===== src/core/timer16_defs.vh =====
// Constants for the 16-bit timer mode and capture/compare control block
// What this block does
// - Reset loads the timer mode register with zero, so the counter stands stopped.
// - Counting starts when run mode turns nonzero and stops when written zero.
// - Run mode zero disables counting, gates the count clock, clears counter circuitry.
// - Run mode 01 free-run, 10 clear on trigger A edge, 11 clear on match A.
// - Output inverts on match A or B; toggle bit adds trigger A valid edges.
// - Overflow flag sets in every running mode when the count wraps max to zero.
// - Overflow flag clears on a software write of 0 or on stop.
// - A software write of 1 sets the overflow flag unless the same write sets run mode zero.
// - Trigger A valid edge comes from prescaler register bits five and four.
// - Reset clears the capture/compare control register, both registers compare.
// - Control bit 2 selects capture (1) or compare (0) for register B.
// - Trigger select 0: A captures on B valid edge; 1: opposite edge of A.
// - Both-edge trigger A with reverse phase selected detects no valid A edge.
// - Control bit 0 selects capture (1) or compare (0) for register A.
// - Reverse phase: B valid edge captures nothing, raises register A interrupt instead.
// - Control registers accept whole-byte writes only, gated by byteenable[0].
// - Count increments by one on each count clock tick while running.
// - Compare registers match against the count only on count clock ticks and raise their interrupt.
// - Count register reads zero while run mode is zero.
`ifndef TIMER16_DEFS_VH
`define TIMER16_DEFS_VH

// Register indices; byte address is four times the index
`define IDX_TMR_B_MODE   16'hffb6
`define IDX_TMR_A_MODE   16'hffba
`define IDX_CC_CTRL      16'hffbc
`define IDX_PRESCALE     16'hffbb
`define IDX_COUNT        16'hff10
`define IDX_CC_A         16'hff12
`define IDX_CC_B         16'hff14

// Timer mode register fields
`define RUN_HI           3
`define RUN_LO           2
`define TOGGLE_BIT       1
`define OVF_BIT          0
`define TMC_MASK         8'h0f

// Capture/compare control fields
`define CAP_B_BIT        2
`define TRIG_SEL_BIT     1
`define CAP_A_BIT        0
`define CRC_MASK         8'h07

// Prescaler edge select fields
`define ES_A_HI          5
`define ES_A_LO          4
`define ES_B_HI          7
`define ES_B_LO          6

// Run modes
`define MODE_STOP        2'b00
`define MODE_FREE        2'b01
`define MODE_CLR_EDGE    2'b10
`define MODE_CLR_MATCH   2'b11

// Edge select codes
`define EDGE_FALL        2'b00
`define EDGE_RISE        2'b01
`define EDGE_BOTH        2'b11

// Reset and limit values
`define CTRL_RST         8'h00
`define COUNT_RST        16'h0000
`define COUNT_MAX        16'hffff
`define COUNT_ONE        16'h0001
`define RDATA_RST        32'h00000000

`endif


===== src/core/trigger_edge.v =====
// Edge detector for one timer trigger input
`timescale 1ns/1ns
`include "timer16_defs.vh"

module trigger_edge
(
   // Clock and reset
   input  wire       clk_sys,
   input  wire       arst_n,
   input  wire       ce,
   // Control
   input  wire       run,
   input  wire [1:0] edge_sel,
   // Trigger
   input  wire       din,
   output wire       valid_edge,
   output wire       reverse_edge
);

   reg  prev;
   wire rise;
   wire fall;

   function edge_hit;
      input [1:0] sel;
      input       r;
      input       f;
      begin
         case (sel)
            `EDGE_FALL: edge_hit = f;
            `EDGE_RISE: edge_hit = r;
            `EDGE_BOTH: edge_hit = r | f;
            default:    edge_hit = 1'b0;
         endcase
      end
   endfunction

   // Cleared while stopped, so a high input shows as a rising edge on restart
   always @(posedge clk_sys or negedge arst_n)
   begin
      if (!arst_n)
         prev <= 1'b0;
      else if (ce)
         prev <= run ? din : 1'b0;
   end

   assign rise = run & din & ~prev;
   assign fall = run & ~din & prev;

   assign valid_edge   = edge_hit(edge_sel, rise, fall);
   // Opposite edge only; both-edge select leaves nothing
   assign reverse_edge = (edge_sel == `EDGE_RISE) ? fall :
                         (edge_sel == `EDGE_FALL) ? rise : 1'b0;

endmodule // trigger_edge


===== src/core/timer16_mode_capture_control.v =====
// 16-bit timer with mode, capture/compare control and Avalon-MM registers
`timescale 1ns/1ns
`include "timer16_defs.vh"

module timer16_mode_capture_control
(
   // Clock and reset
   input  wire        clk_sys,
   input  wire        arst_n,
   input  wire        ce,
   // Avalon-MM slave
   input  wire [17:0] address,
   input  wire        read,
   input  wire        write,
   input  wire [3:0]  byteenable,
   input  wire [31:0] writedata,
   output reg  [31:0] readdata,
   output reg         waitrequest,
   // Timer pins
   input  wire        count_tick,
   input  wire        trigger_input_a,
   input  wire        trigger_input_b,
   output reg         toggle_output_pin,
   // Interrupt requests
   output reg         reg_a_irq,
   output reg         reg_b_irq
);

   localparam BUS_IDLE = 1'b0;
   localparam BUS_ACK  = 1'b1;

   // Software-visible state and bus handshake state
   reg  [7:0]  timer_a_mode_control;
   reg  [7:0]  timer_b_mode_control;
   reg  [7:0]  timer_a_capture_compare_control;
   reg  [7:0]  prescaler_select_reg;
   reg  [15:0] count_register;
   reg  [15:0] capture_compare_reg_a;
   reg  [15:0] capture_compare_reg_b;
   reg         bus_state;

   wire [15:0] index;
   wire        wr_now;
   wire [1:0]  run_mode;
   wire        running;
   wire        toggle_condition_bit;
   wire        overflow_flag;
   wire        reg_b_capture_select;
   wire        reg_a_trigger_select;
   wire        reg_a_capture_select;
   wire [1:0]  edge_sel [0:1];
   wire        trig_in [0:1];
   wire        valid_raw [0:1];
   wire        reverse_raw [0:1];
   wire        valid_a;
   wire        valid_b;
   wire        rev_a;
   wire        tick;
   wire        match_a;
   wire        match_b;
   wire        clear_start;
   wire        wrap;
   wire        cap_a;
   wire        cap_b;
   wire        irq_a_event;
   wire        toggle_event;
   wire [7:0]  next_tmc_a;
   wire [7:0]  next_tmc_b;
   reg  [31:0] next_readdata;

   function hit;
      input [15:0] idx;
      input [15:0] want;
      begin
         hit = (idx == want);
      end
   endfunction

   assign index  = address[17:2];
   // Write lands at the edge where waitrequest is seen low
   assign wr_now = write & (bus_state == BUS_ACK) & byteenable[0];

   assign run_mode             = {timer_a_mode_control[`RUN_HI], timer_a_mode_control[`RUN_LO]};
   assign running              = (run_mode != `MODE_STOP);
   assign toggle_condition_bit = timer_a_mode_control[`TOGGLE_BIT];
   assign overflow_flag        = timer_a_mode_control[`OVF_BIT];
   assign reg_b_capture_select = timer_a_capture_compare_control[`CAP_B_BIT];
   assign reg_a_trigger_select = timer_a_capture_compare_control[`TRIG_SEL_BIT];
   assign reg_a_capture_select = timer_a_capture_compare_control[`CAP_A_BIT];

   assign edge_sel[0] = {prescaler_select_reg[`ES_A_HI], prescaler_select_reg[`ES_A_LO]};
   assign edge_sel[1] = {prescaler_select_reg[`ES_B_HI], prescaler_select_reg[`ES_B_LO]};
   assign trig_in[0]  = trigger_input_a;
   assign trig_in[1]  = trigger_input_b;

   genvar g;
   generate
      for (g = 0; g < 2; g = g + 1)
      begin : gen_trig
         trigger_edge u_edge
         (
            .clk_sys      (clk_sys),
            .arst_n       (arst_n),
            .ce           (ce),
            .run          (running),
            .edge_sel     (edge_sel[g]),
            .din          (trig_in[g]),
            .valid_edge   (valid_raw[g]),
            .reverse_edge (reverse_raw[g])
         );
      end
   endgenerate

   // Both-edge select with reverse phase hides the A valid edge
   assign valid_a = valid_raw[0] & ~(reg_a_trigger_select & (edge_sel[0] == `EDGE_BOTH));
   assign valid_b = valid_raw[1];
   assign rev_a   = reverse_raw[0] & reg_a_trigger_select;

   // Count clock is gated while stopped
   assign tick    = running & count_tick;

   // Match counted once per count period, at its closing tick
   assign match_a = tick & ~reg_a_capture_select & (count_register == capture_compare_reg_a);
   assign match_b = tick & ~reg_b_capture_select & (count_register == capture_compare_reg_b);

   assign clear_start = ((run_mode == `MODE_CLR_EDGE) & valid_a) |
                        ((run_mode == `MODE_CLR_MATCH) & match_a);
   assign wrap        = tick & ~clear_start & (count_register == `COUNT_MAX);

   // Capture sources
   assign cap_a = running & reg_a_capture_select &
                  (reg_a_trigger_select ? rev_a : valid_b);
   assign cap_b = running & reg_b_capture_select & valid_a;

   // Reverse phase: capture is silent, B edge becomes external request
   assign irq_a_event = match_a |
                        (cap_a & ~reg_a_trigger_select) |
                        (running & reg_a_capture_select & reg_a_trigger_select & valid_b);

   assign toggle_event = match_a | match_b | (toggle_condition_bit & valid_a);

   // Mode register write: stop clears flag, hardware overflow wins over clear
   assign next_tmc_a = {4'h0, writedata[`RUN_HI:`TOGGLE_BIT],
                        ((writedata[`RUN_HI:`RUN_LO] != `MODE_STOP) &
                         (writedata[`OVF_BIT] | wrap))} & `TMC_MASK;
   assign next_tmc_b = {4'h0, writedata[`RUN_HI:`TOGGLE_BIT],
                        ((writedata[`RUN_HI:`RUN_LO] != `MODE_STOP) &
                         writedata[`OVF_BIT])} & `TMC_MASK;

   // Bus handshake: one wait cycle, answer on the second
   always @(posedge clk_sys or negedge arst_n)
   begin
      if (!arst_n)
      begin
         bus_state   <= BUS_IDLE;
         waitrequest <= 1'b1;
         readdata    <= `RDATA_RST;
      end
      else if (ce)
      begin
         case (bus_state)
            BUS_IDLE:
            begin
               if (read | write)
               begin
                  bus_state   <= BUS_ACK;
                  waitrequest <= 1'b0;
                  readdata    <= next_readdata;
               end
            end
            BUS_ACK:
            begin
               bus_state   <= BUS_IDLE;
               waitrequest <= 1'b1;
            end
            default:
            begin
               bus_state   <= BUS_IDLE;
               waitrequest <= 1'b1;
            end
         endcase
      end
   end

   // Read mux; unmapped reads return zero
   always @*
   begin
      next_readdata = `RDATA_RST;
      if (read)
      begin
         if (hit(index, `IDX_TMR_A_MODE))
            next_readdata[7:0] = timer_a_mode_control;
         else if (hit(index, `IDX_TMR_B_MODE))
            next_readdata[7:0] = timer_b_mode_control;
         else if (hit(index, `IDX_CC_CTRL))
            next_readdata[7:0] = timer_a_capture_compare_control;
         else if (hit(index, `IDX_PRESCALE))
            next_readdata[7:0] = prescaler_select_reg;
         else if (hit(index, `IDX_COUNT))
            next_readdata[15:0] = running ? count_register : `COUNT_RST;
         else if (hit(index, `IDX_CC_A))
            next_readdata[15:0] = capture_compare_reg_a;
         else if (hit(index, `IDX_CC_B))
            next_readdata[15:0] = capture_compare_reg_b;
      end
   end

   // Control registers
   always @(posedge clk_sys or negedge arst_n)
   begin
      if (!arst_n)
      begin
         timer_a_mode_control            <= `CTRL_RST;
         timer_b_mode_control            <= `CTRL_RST;
         timer_a_capture_compare_control <= `CTRL_RST;
         prescaler_select_reg            <= `CTRL_RST;
      end
      else if (ce)
      begin
         if (wr_now & hit(index, `IDX_TMR_A_MODE))
            timer_a_mode_control <= next_tmc_a;
         else if (wrap)
            timer_a_mode_control[`OVF_BIT] <= 1'b1;
         if (wr_now & hit(index, `IDX_TMR_B_MODE))
            timer_b_mode_control <= next_tmc_b;
         if (wr_now & hit(index, `IDX_CC_CTRL))
            timer_a_capture_compare_control <= writedata[7:0] & `CRC_MASK;
         if (wr_now & hit(index, `IDX_PRESCALE))
            prescaler_select_reg <= writedata[7:0];
      end
   end

   // Counter: cleared while stopped, clear & start, wrap on overflow
   always @(posedge clk_sys or negedge arst_n)
   begin
      if (!arst_n)
         count_register <= `COUNT_RST;
      else if (ce)
      begin
         if (!running)
            count_register <= `COUNT_RST;
         else if (clear_start)
            count_register <= `COUNT_RST;
         else if (tick)
            count_register <= count_register + `COUNT_ONE;
      end
   end

   // Capture/compare registers; capture beats software write
   always @(posedge clk_sys or negedge arst_n)
   begin
      if (!arst_n)
      begin
         capture_compare_reg_a <= `COUNT_RST;
         capture_compare_reg_b <= `COUNT_RST;
      end
      else if (ce)
      begin
         if (cap_a)
            capture_compare_reg_a <= count_register;
         else if (write & (bus_state == BUS_ACK) & hit(index, `IDX_CC_A))
         begin
            if (byteenable[0])
               capture_compare_reg_a[7:0] <= writedata[7:0];
            if (byteenable[1])
               capture_compare_reg_a[15:8] <= writedata[15:8];
         end
         if (cap_b)
            capture_compare_reg_b <= count_register;
         else if (write & (bus_state == BUS_ACK) & hit(index, `IDX_CC_B))
         begin
            if (byteenable[0])
               capture_compare_reg_b[7:0] <= writedata[7:0];
            if (byteenable[1])
               capture_compare_reg_b[15:8] <= writedata[15:8];
         end
      end
   end

   // Output pin and interrupt pulses
   always @(posedge clk_sys or negedge arst_n)
   begin
      if (!arst_n)
      begin
         toggle_output_pin <= 1'b0;
         reg_a_irq         <= 1'b0;
         reg_b_irq         <= 1'b0;
      end
      else if (ce)
      begin
         if (toggle_event)
            toggle_output_pin <= ~toggle_output_pin;
         reg_a_irq <= irq_a_event;
         reg_b_irq <= match_b | cap_b;
      end
   end

endmodule // timer16_mode_capture_control


===== config.mk =====
export PLATFORM = sky130hd
export DESIGN_NAME = timer16_mode_capture_control
export DESIGN_NICKNAME = d
export VERILOG_FILES = /design/src/core/trigger_edge.v /design/src/core/timer16_mode_capture_control.v
export VERILOG_INCLUDE_DIRS = /design/src /design/src/core
export SDC_FILE = /design/constraint.sdc
export NUM_CORES = 1
export LEC_CHECK = 0
export BUFFER_PORTS_ARGS = -buffer_cell sky130_fd_sc_hd__buf_2
export CORE_ASPECT_RATIO = 1.25
export CORE_MARGIN = 1.5
export CORE_UTILIZATION = 55
export CTS_BUF_LIST = sky130_fd_sc_hd__clkbuf_8 sky130_fd_sc_hd__clkbuf_16
export DETAILED_ROUTE_END_ITERATION = 16
export GPL_ROUTABILITY_DRIVEN = 0
export HOLD_SLACK_MARGIN = 0.02
export PLACE_DENSITY_LB_ADDON = 0.25
export SLEW_MARGIN = 10
export SYNTH_ARGS = -nofsm -noshare
export SYNTH_HDL_FRONTEND = slang
export SYNTH_SLANG_ARGS = --single-unit
export TNS_END_PERCENT = 1

===== constraint.sdc =====
create_clock -name clk_sys -period 5.3 [get_ports clk_sys]
set_input_delay 1.06 -clock clk_sys [delete_from_list [all_inputs] [get_ports clk_sys]]
set_output_delay 1.06 -clock clk_sys [all_outputs]
set_load 0.02 [all_outputs]

# After elaboration in Yosys (flattened, before gate mapping)

Index checks and enable logic that the tools add are counted.
W data, S select, Z words.

Input bits: 62
Bits in latches: 0
Output and inout bits: 36
ROM bits: 0
RAM bits: 0
Register bits after elaboration: 90
Word-level logic and storage cells: 155
Memories: 0

Multiply operators: 0
Bitwise operators: 59
Equality and inequality tests: 18
Div/mod/pow operators: 0
Reduce and logical (&&, ||, !) cells: 24
$add $sub $neg: 1
Magnitude comparators: 0
Muxes and demuxes: 35
Shift operators: 0

Operator list:

| cell                    | count |
|---|---|
| $mux W16                | 12 |
| $eq A16 B16 Y1 const B  | 8 |
| $mux W8                 | 10 |
| $and A1 B1 Y1           | 38 |
| $eq A16 B16 Y1          | 2 |
| $reduce_bool A2 Y1      | 9 |
| $add A16 B1 Y16 const B | 1 |
| $reduce_and A2 Y1       | 8 |
| $reduce_and A3 Y1       | 5 |
| $not A1 Y1              | 11 |
| $or A1 B1 Y1            | 10 |
| $mux W1                 | 9 |
| $eq A2 B2 Y1 const B    | 4 |
| $pmux W1 S3             | 2 |
| $eq A2 B1 Y1 const B    | 2 |
| $logic_not A2 Y1        | 2 |
| $pmux W1 S2             | 2 |
| $ne A3 B3 Y1 const B    | 1 |
| $ne A2 B2 Y1 const B    | 1 |

# Logic depth before layout (Yosys ltp)

Depth after elaboration: 14
Depth in mapped cells: 9
Gate-level depth less buffers: 7

# Modules after synthesis

Synthesis repeated with hierarchy kept, for this count alone.

Cells, all modules: 597
Area total of the unflattened synthesis: 5393.9 sq um

Modules (own cells, without submodules):

| module                       | sequential area each (sq um) | area each (sq um) | cells an instance | instances |
|---|---|---|---|---|
| timer16_mode_capture_control | 2203.4                       | 5203.7            | 573               | 1 |
| trigger_edge                 | 25.0                         | 95.1              | 12                | 2 |

# Least setup slack after synthesis

Ideal clock, no wire load.

Kind: input-to-reg
From: input address[7]
To: register capture_compare_reg_a[10]
Required time: 5.162 ns
Arrival: 2.772 ns
Stages on the path: 8
Path slack: 2.390 ns
Path buffers: 2
Setup time: 0.138 ns
Cell sequence: or4_1 nor4_1 and3_1 buf_2 buf_4 o21ai_1 o32ai_1 a21oi_1

Longest elaborated chain between the ends: 4

RTL lines:

| item                                | RTL line                           | source |
|---|---|---|
| start, declared                     | timer16_mode_capture_control.v:12  | `input wire [17:0] address,` |
| $eq A16 B16 Y1                      | timer16_mode_capture_control.v:75  | `hit = (idx == want);` |
| $and A1 B1 Y1                       | timer16_mode_capture_control.v:261 | `` else if (write & (bus_state == BUS_ACK) & hit(index, `IDX_CC_A)) `` |
| $reduce_bool A2 Y1 (no source line) | --                                 |  |
| $reduce_and A3 Y1 (no source line)  | --                                 |  |
| end signal, assigned                | timer16_mode_capture_control.v:254 | `` capture_compare_reg_a <= `COUNT_RST; `` |
| end signal, assigned                | timer16_mode_capture_control.v:260 | `capture_compare_reg_a <= count_register;` |
| end signal, assigned                | timer16_mode_capture_control.v:266 | `capture_compare_reg_a[15:8] <= writedata[15:8];` |
| end, declared                       | timer16_mode_capture_control.v:38  | `reg [15:0] capture_compare_reg_a;` |

No other way between the ends.
A chain may end at the register's enable or synchronous reset.

# Worst setup path in the final report

From: input address[2]
To: register capture_compare_reg_a[15]

The elaborated chain is that of the path after synthesis.

==> flow_summary_export.csv <==
group,metric,value,unit
sta,fin_tns_setup,0,ns
synth,synth_top_cells_by_area,"dfrtp_1 42%, nor2_1 5.9%, xnor2_1 5.3%, mux2_2 3.9%, nand2_1 3.8%",
synth,synth-edff-count,0,
final_layout,drive_gt1_share,18.6,%
pwr,combinationalPowerShare,6.5,%
setup_path,arrival,3.81,ns
clocking,postCtsSetupBuffers,0,
sta,timing.fmax,0.277,GHz
min_path,hold_start,"toggle_output_pin$_DFFE_PN0P_",
pwr,power.switching_fraction,22.7,%
setup_path,r2r_end,"count_register[2]$_DFFE_PN0P_",
synth,yosysMostFrequentCell,"dfrtp_1",
min_path,holdPathEnd,"toggle_output_pin$_DFFE_PN0P_",
route,vias,4581,
clocking,clk_latency,0.35,ns
setup_path,reg2reg_from,"timer_a_mode_control[3]$_DFFE_PN0P_",
min_path,min_path_type,"reg2reg",
min_path,hold_path_depth,1,
setup_path,r2r_slack,2.51,ns
grt,met3_usage,4.54,%
synth,yosysWarnings,0,
setup_path,cp_cell_sequence,"buf_2 -> or4_1 -> nor4_1 -> and3_1 -> o21ai_1 -> o32ai_1 -> a21oi_1",
sta,slew_headroom,40.3,%
synth,syn_avg_cell_area,9.19,um^2
synth,synth-async-reset-ratio,100,%
pwr,power,1.52,mW
route,via_per_inst,6.22,
clocking,cts-resized-gates,0,
grt,grt_antenna_before_repair,0,
pwr,total_leakage_power,2.64,nW
final_layout,diodes,0,
setup_path,worst-path-stages,7,
placed_design,placedCellCount,720,
synth,synthTopCellsByCount,"89 x dfrtp_1, 82 x nor2_1, 53 x nand2_1",
clocking,cts.clk_slew.worst_paths,0.06,ns
route,drc_errors,0,
sta,worstMarginPinSlew,0.889,ns
grt,grt_pass1_vias,4349,
synth,synthDistinctLibCells,64,
setup_path,startpoint_type,"input port",
pwr,clkPwrFrac,47.7,%
die,dieWidth,90.4,um
final_layout,syn2layout_area_growth,11.3,%
setup_path,required,5.51,ns
die,boundaryPins,98,
pwr,p_per_area,260,nW/um^2
route,detail-route-antenna-nets,0,
synth,seq_area_frac_synth,42.9,%
synth,synth.largest_area_cell,"dfrtp_1",
die,num_rows,39,
synth,ys_seq_elements,90,
setup_path,critical_path_class,"in2reg",
grt,use_met1,36.6,%
synth,ys.flop_type,"dfrtp_1",
grt,overflow,0,
setup_path,reg2reg_depth,6,
grt,use_met2,45.9,%
final_layout,final_cells,736,
pwr,switching_power,0.344,mW
route,wirelength,14000,um
sta,fin_crit_sh,68.1,%
setup_path,critPathMaxFanout,19,
run,drv_cap,0,
die,dieArea,10100,um^2
clocking,htreeDepth,3,
final_layout,finalInstanceArea,5840,um^2
synth,syn_inst,571,
grt,gr-max-usage-layer,"met2",
pwr,seqPwrFrac,45.8,%
placed_design,place_area,5500,um^2
clocking,cts_buffers,9,
clocking,holdBufCountCts,0,
setup_path,path_buf_inv,1,
clocking,cts_tree,"done",
die,start_util,56.9,%
run_status,status,"completed",
setup_path,cp-end-kind,"flip-flop",
route,drt_first_pass_iters,5,
die,core_area,9220,um^2
placed_design,dpl.hpwl,10200,um
synth,synth_top_area_share,42.4,%
setup_path,path_delay_family,"simple AND/OR/NAND/NOR gates",
route,drtIter0Drc,404,
final_layout,fin_nets,671,
pwr,p_int,1.17,mW
grt,grt_max_degree,61,
clocking,cts_sinks,90,
clocking,cts_buffer_depth,2,
sta,finalSetupViolations,0,
sta,finalCriticalPeriod,3.61,ns
synth,synth_area,5250,um^2
clocking,clockRootBuffer,"clkbuf_16",
sta,rsz0062_at_grt,"false",
sta,clock_skew,0.00686,ns
die,die_h,112,um
setup_path,crit_slowest_cell,"and3_1",
pwr,vdd_drop_max,177,uV
sta,hold_viol,0,
grt,grt_use_total,28.6,%
sta,drv_slew,0,
grt,grt_pass1_wl,22500,um
route,wl_per_cell,19.1,um
placed_design,port_buffers,61,
setup_path,worst_path_largest_cell_delay,0.73,ns
## metal layers
layer / part of all wire [%] / wire length [um]
met1: 41 / 5710
met2: 49 / 6890
met5: 0 / 0
met4: 4.3 / 608
met3: 5.9 / 835
## cells in the final DEF, fill, tap and decap left out, drive strengths merged, types with 3 or more instances in the layout
cell	Yosys	final
nand2	53	53
or3	3	3
inv	15	17
a22o	4	4
mux2	18	18
xnor2	32	32
a22oi	5	5
xor2	15	15
nor2b	3	3
buf	27	63
a211oi	16	16
o21ai	24	24
nand3b	4	4
o21a	8	8
a222oi	14	14
or4	5	5
nand2b	15	15
a21oi	20	20
and3	3	3
clkbuf	25	9
dfrtp	89	89
nor3	6	6
conb	1	16
nor3b	3	3
nor2	83	83
nand3	10	10
nor4	8	8
o221a	8	8
bufinv	0	3
o32ai	8	8
nand4	17	17
## power groups by stage
| stage | Sequential (mW) | Clock, mW | Combinational [mW] |
|---|---|---|---|
| after CTS | 0.695 | 0.734 | 0.0983 |
| after global routing | 0.695 | 0.766 | 0.108 |
| final | 0.695 | 0.724 | 0.0986 |
| after floorplan | 0.713 | 0 | 0.0522 |
| after global placement | 0.708 | 0 | 0.0963 |
| after detailed placement | 0.708 | 0 | 0.0979 |
## worst reg2reg max path, stage by stage (launching register included)
cell,delay (ns)
dfrtp_1,0.48
or2_1,0.31
nand4_1,0.12
or4_1,0.57
o31a_1,0.39
nor2_1,0.63
nor2_1,0.13
## worst max-delay path by stage
stage / from / end / slack [ns]
detailed placement: address[2] / capture_compare_reg_a[15]$_DFFE_PN0P_ / 1.40
finish: address[2] / capture_compare_reg_a[15]$_DFFE_PN0P_ / 1.69
global route: address[2] / capture_compare_reg_a[15]$_DFFE_PN0P_ / 1.55
CTS: address[2] / capture_compare_reg_a[15]$_DFFE_PN0P_ / 1.77
floorplan: address[7] / capture_compare_reg_a[10]$_DFFE_PN0P_ / 2.39
global placement: address[2] / capture_compare_reg_a[10]$_DFFE_PN0P_ / 1.44
## final cells by class
class,count,area [um^2]
sequential,90,2250
fill,765,3380
inverter,16,60.1
timing repair buffer,63,323
clock buffer,9,225
tap,123,154
multi-input combinational,428,2710
clock inverter,7,110
## kinds of logic (layout without fill, tap and decap cells)
logic type                 count (synthesis)  after routing  share of synthesized area (%)
DFF                                       90             90                           42.9
and+or+nand+nor                          222            222                           21.0
other                                      1             16                         0.0714
muxes                                     19             19                           4.05
AOI/OAI and AO/OA                        123            123                           17.4
xor gates and xnor gates                  47             47                           7.84
buffers and inverters                     68             95                           6.44
adders and majority gates                  1              1                          0.238
## stage by stage
stage	hold WS, ns	util [%]	setup WS (ns)
after floorplan	0.451	-	2.39
after detailed placement	0.461	59.7	1.40
after global routing	0.493	63.3	1.55
final	0.464	63.3	1.69
after CTS	0.471	63.3	1.77
after global placement	0.458	59.7	1.44
(Power assumes the default switching activity.)
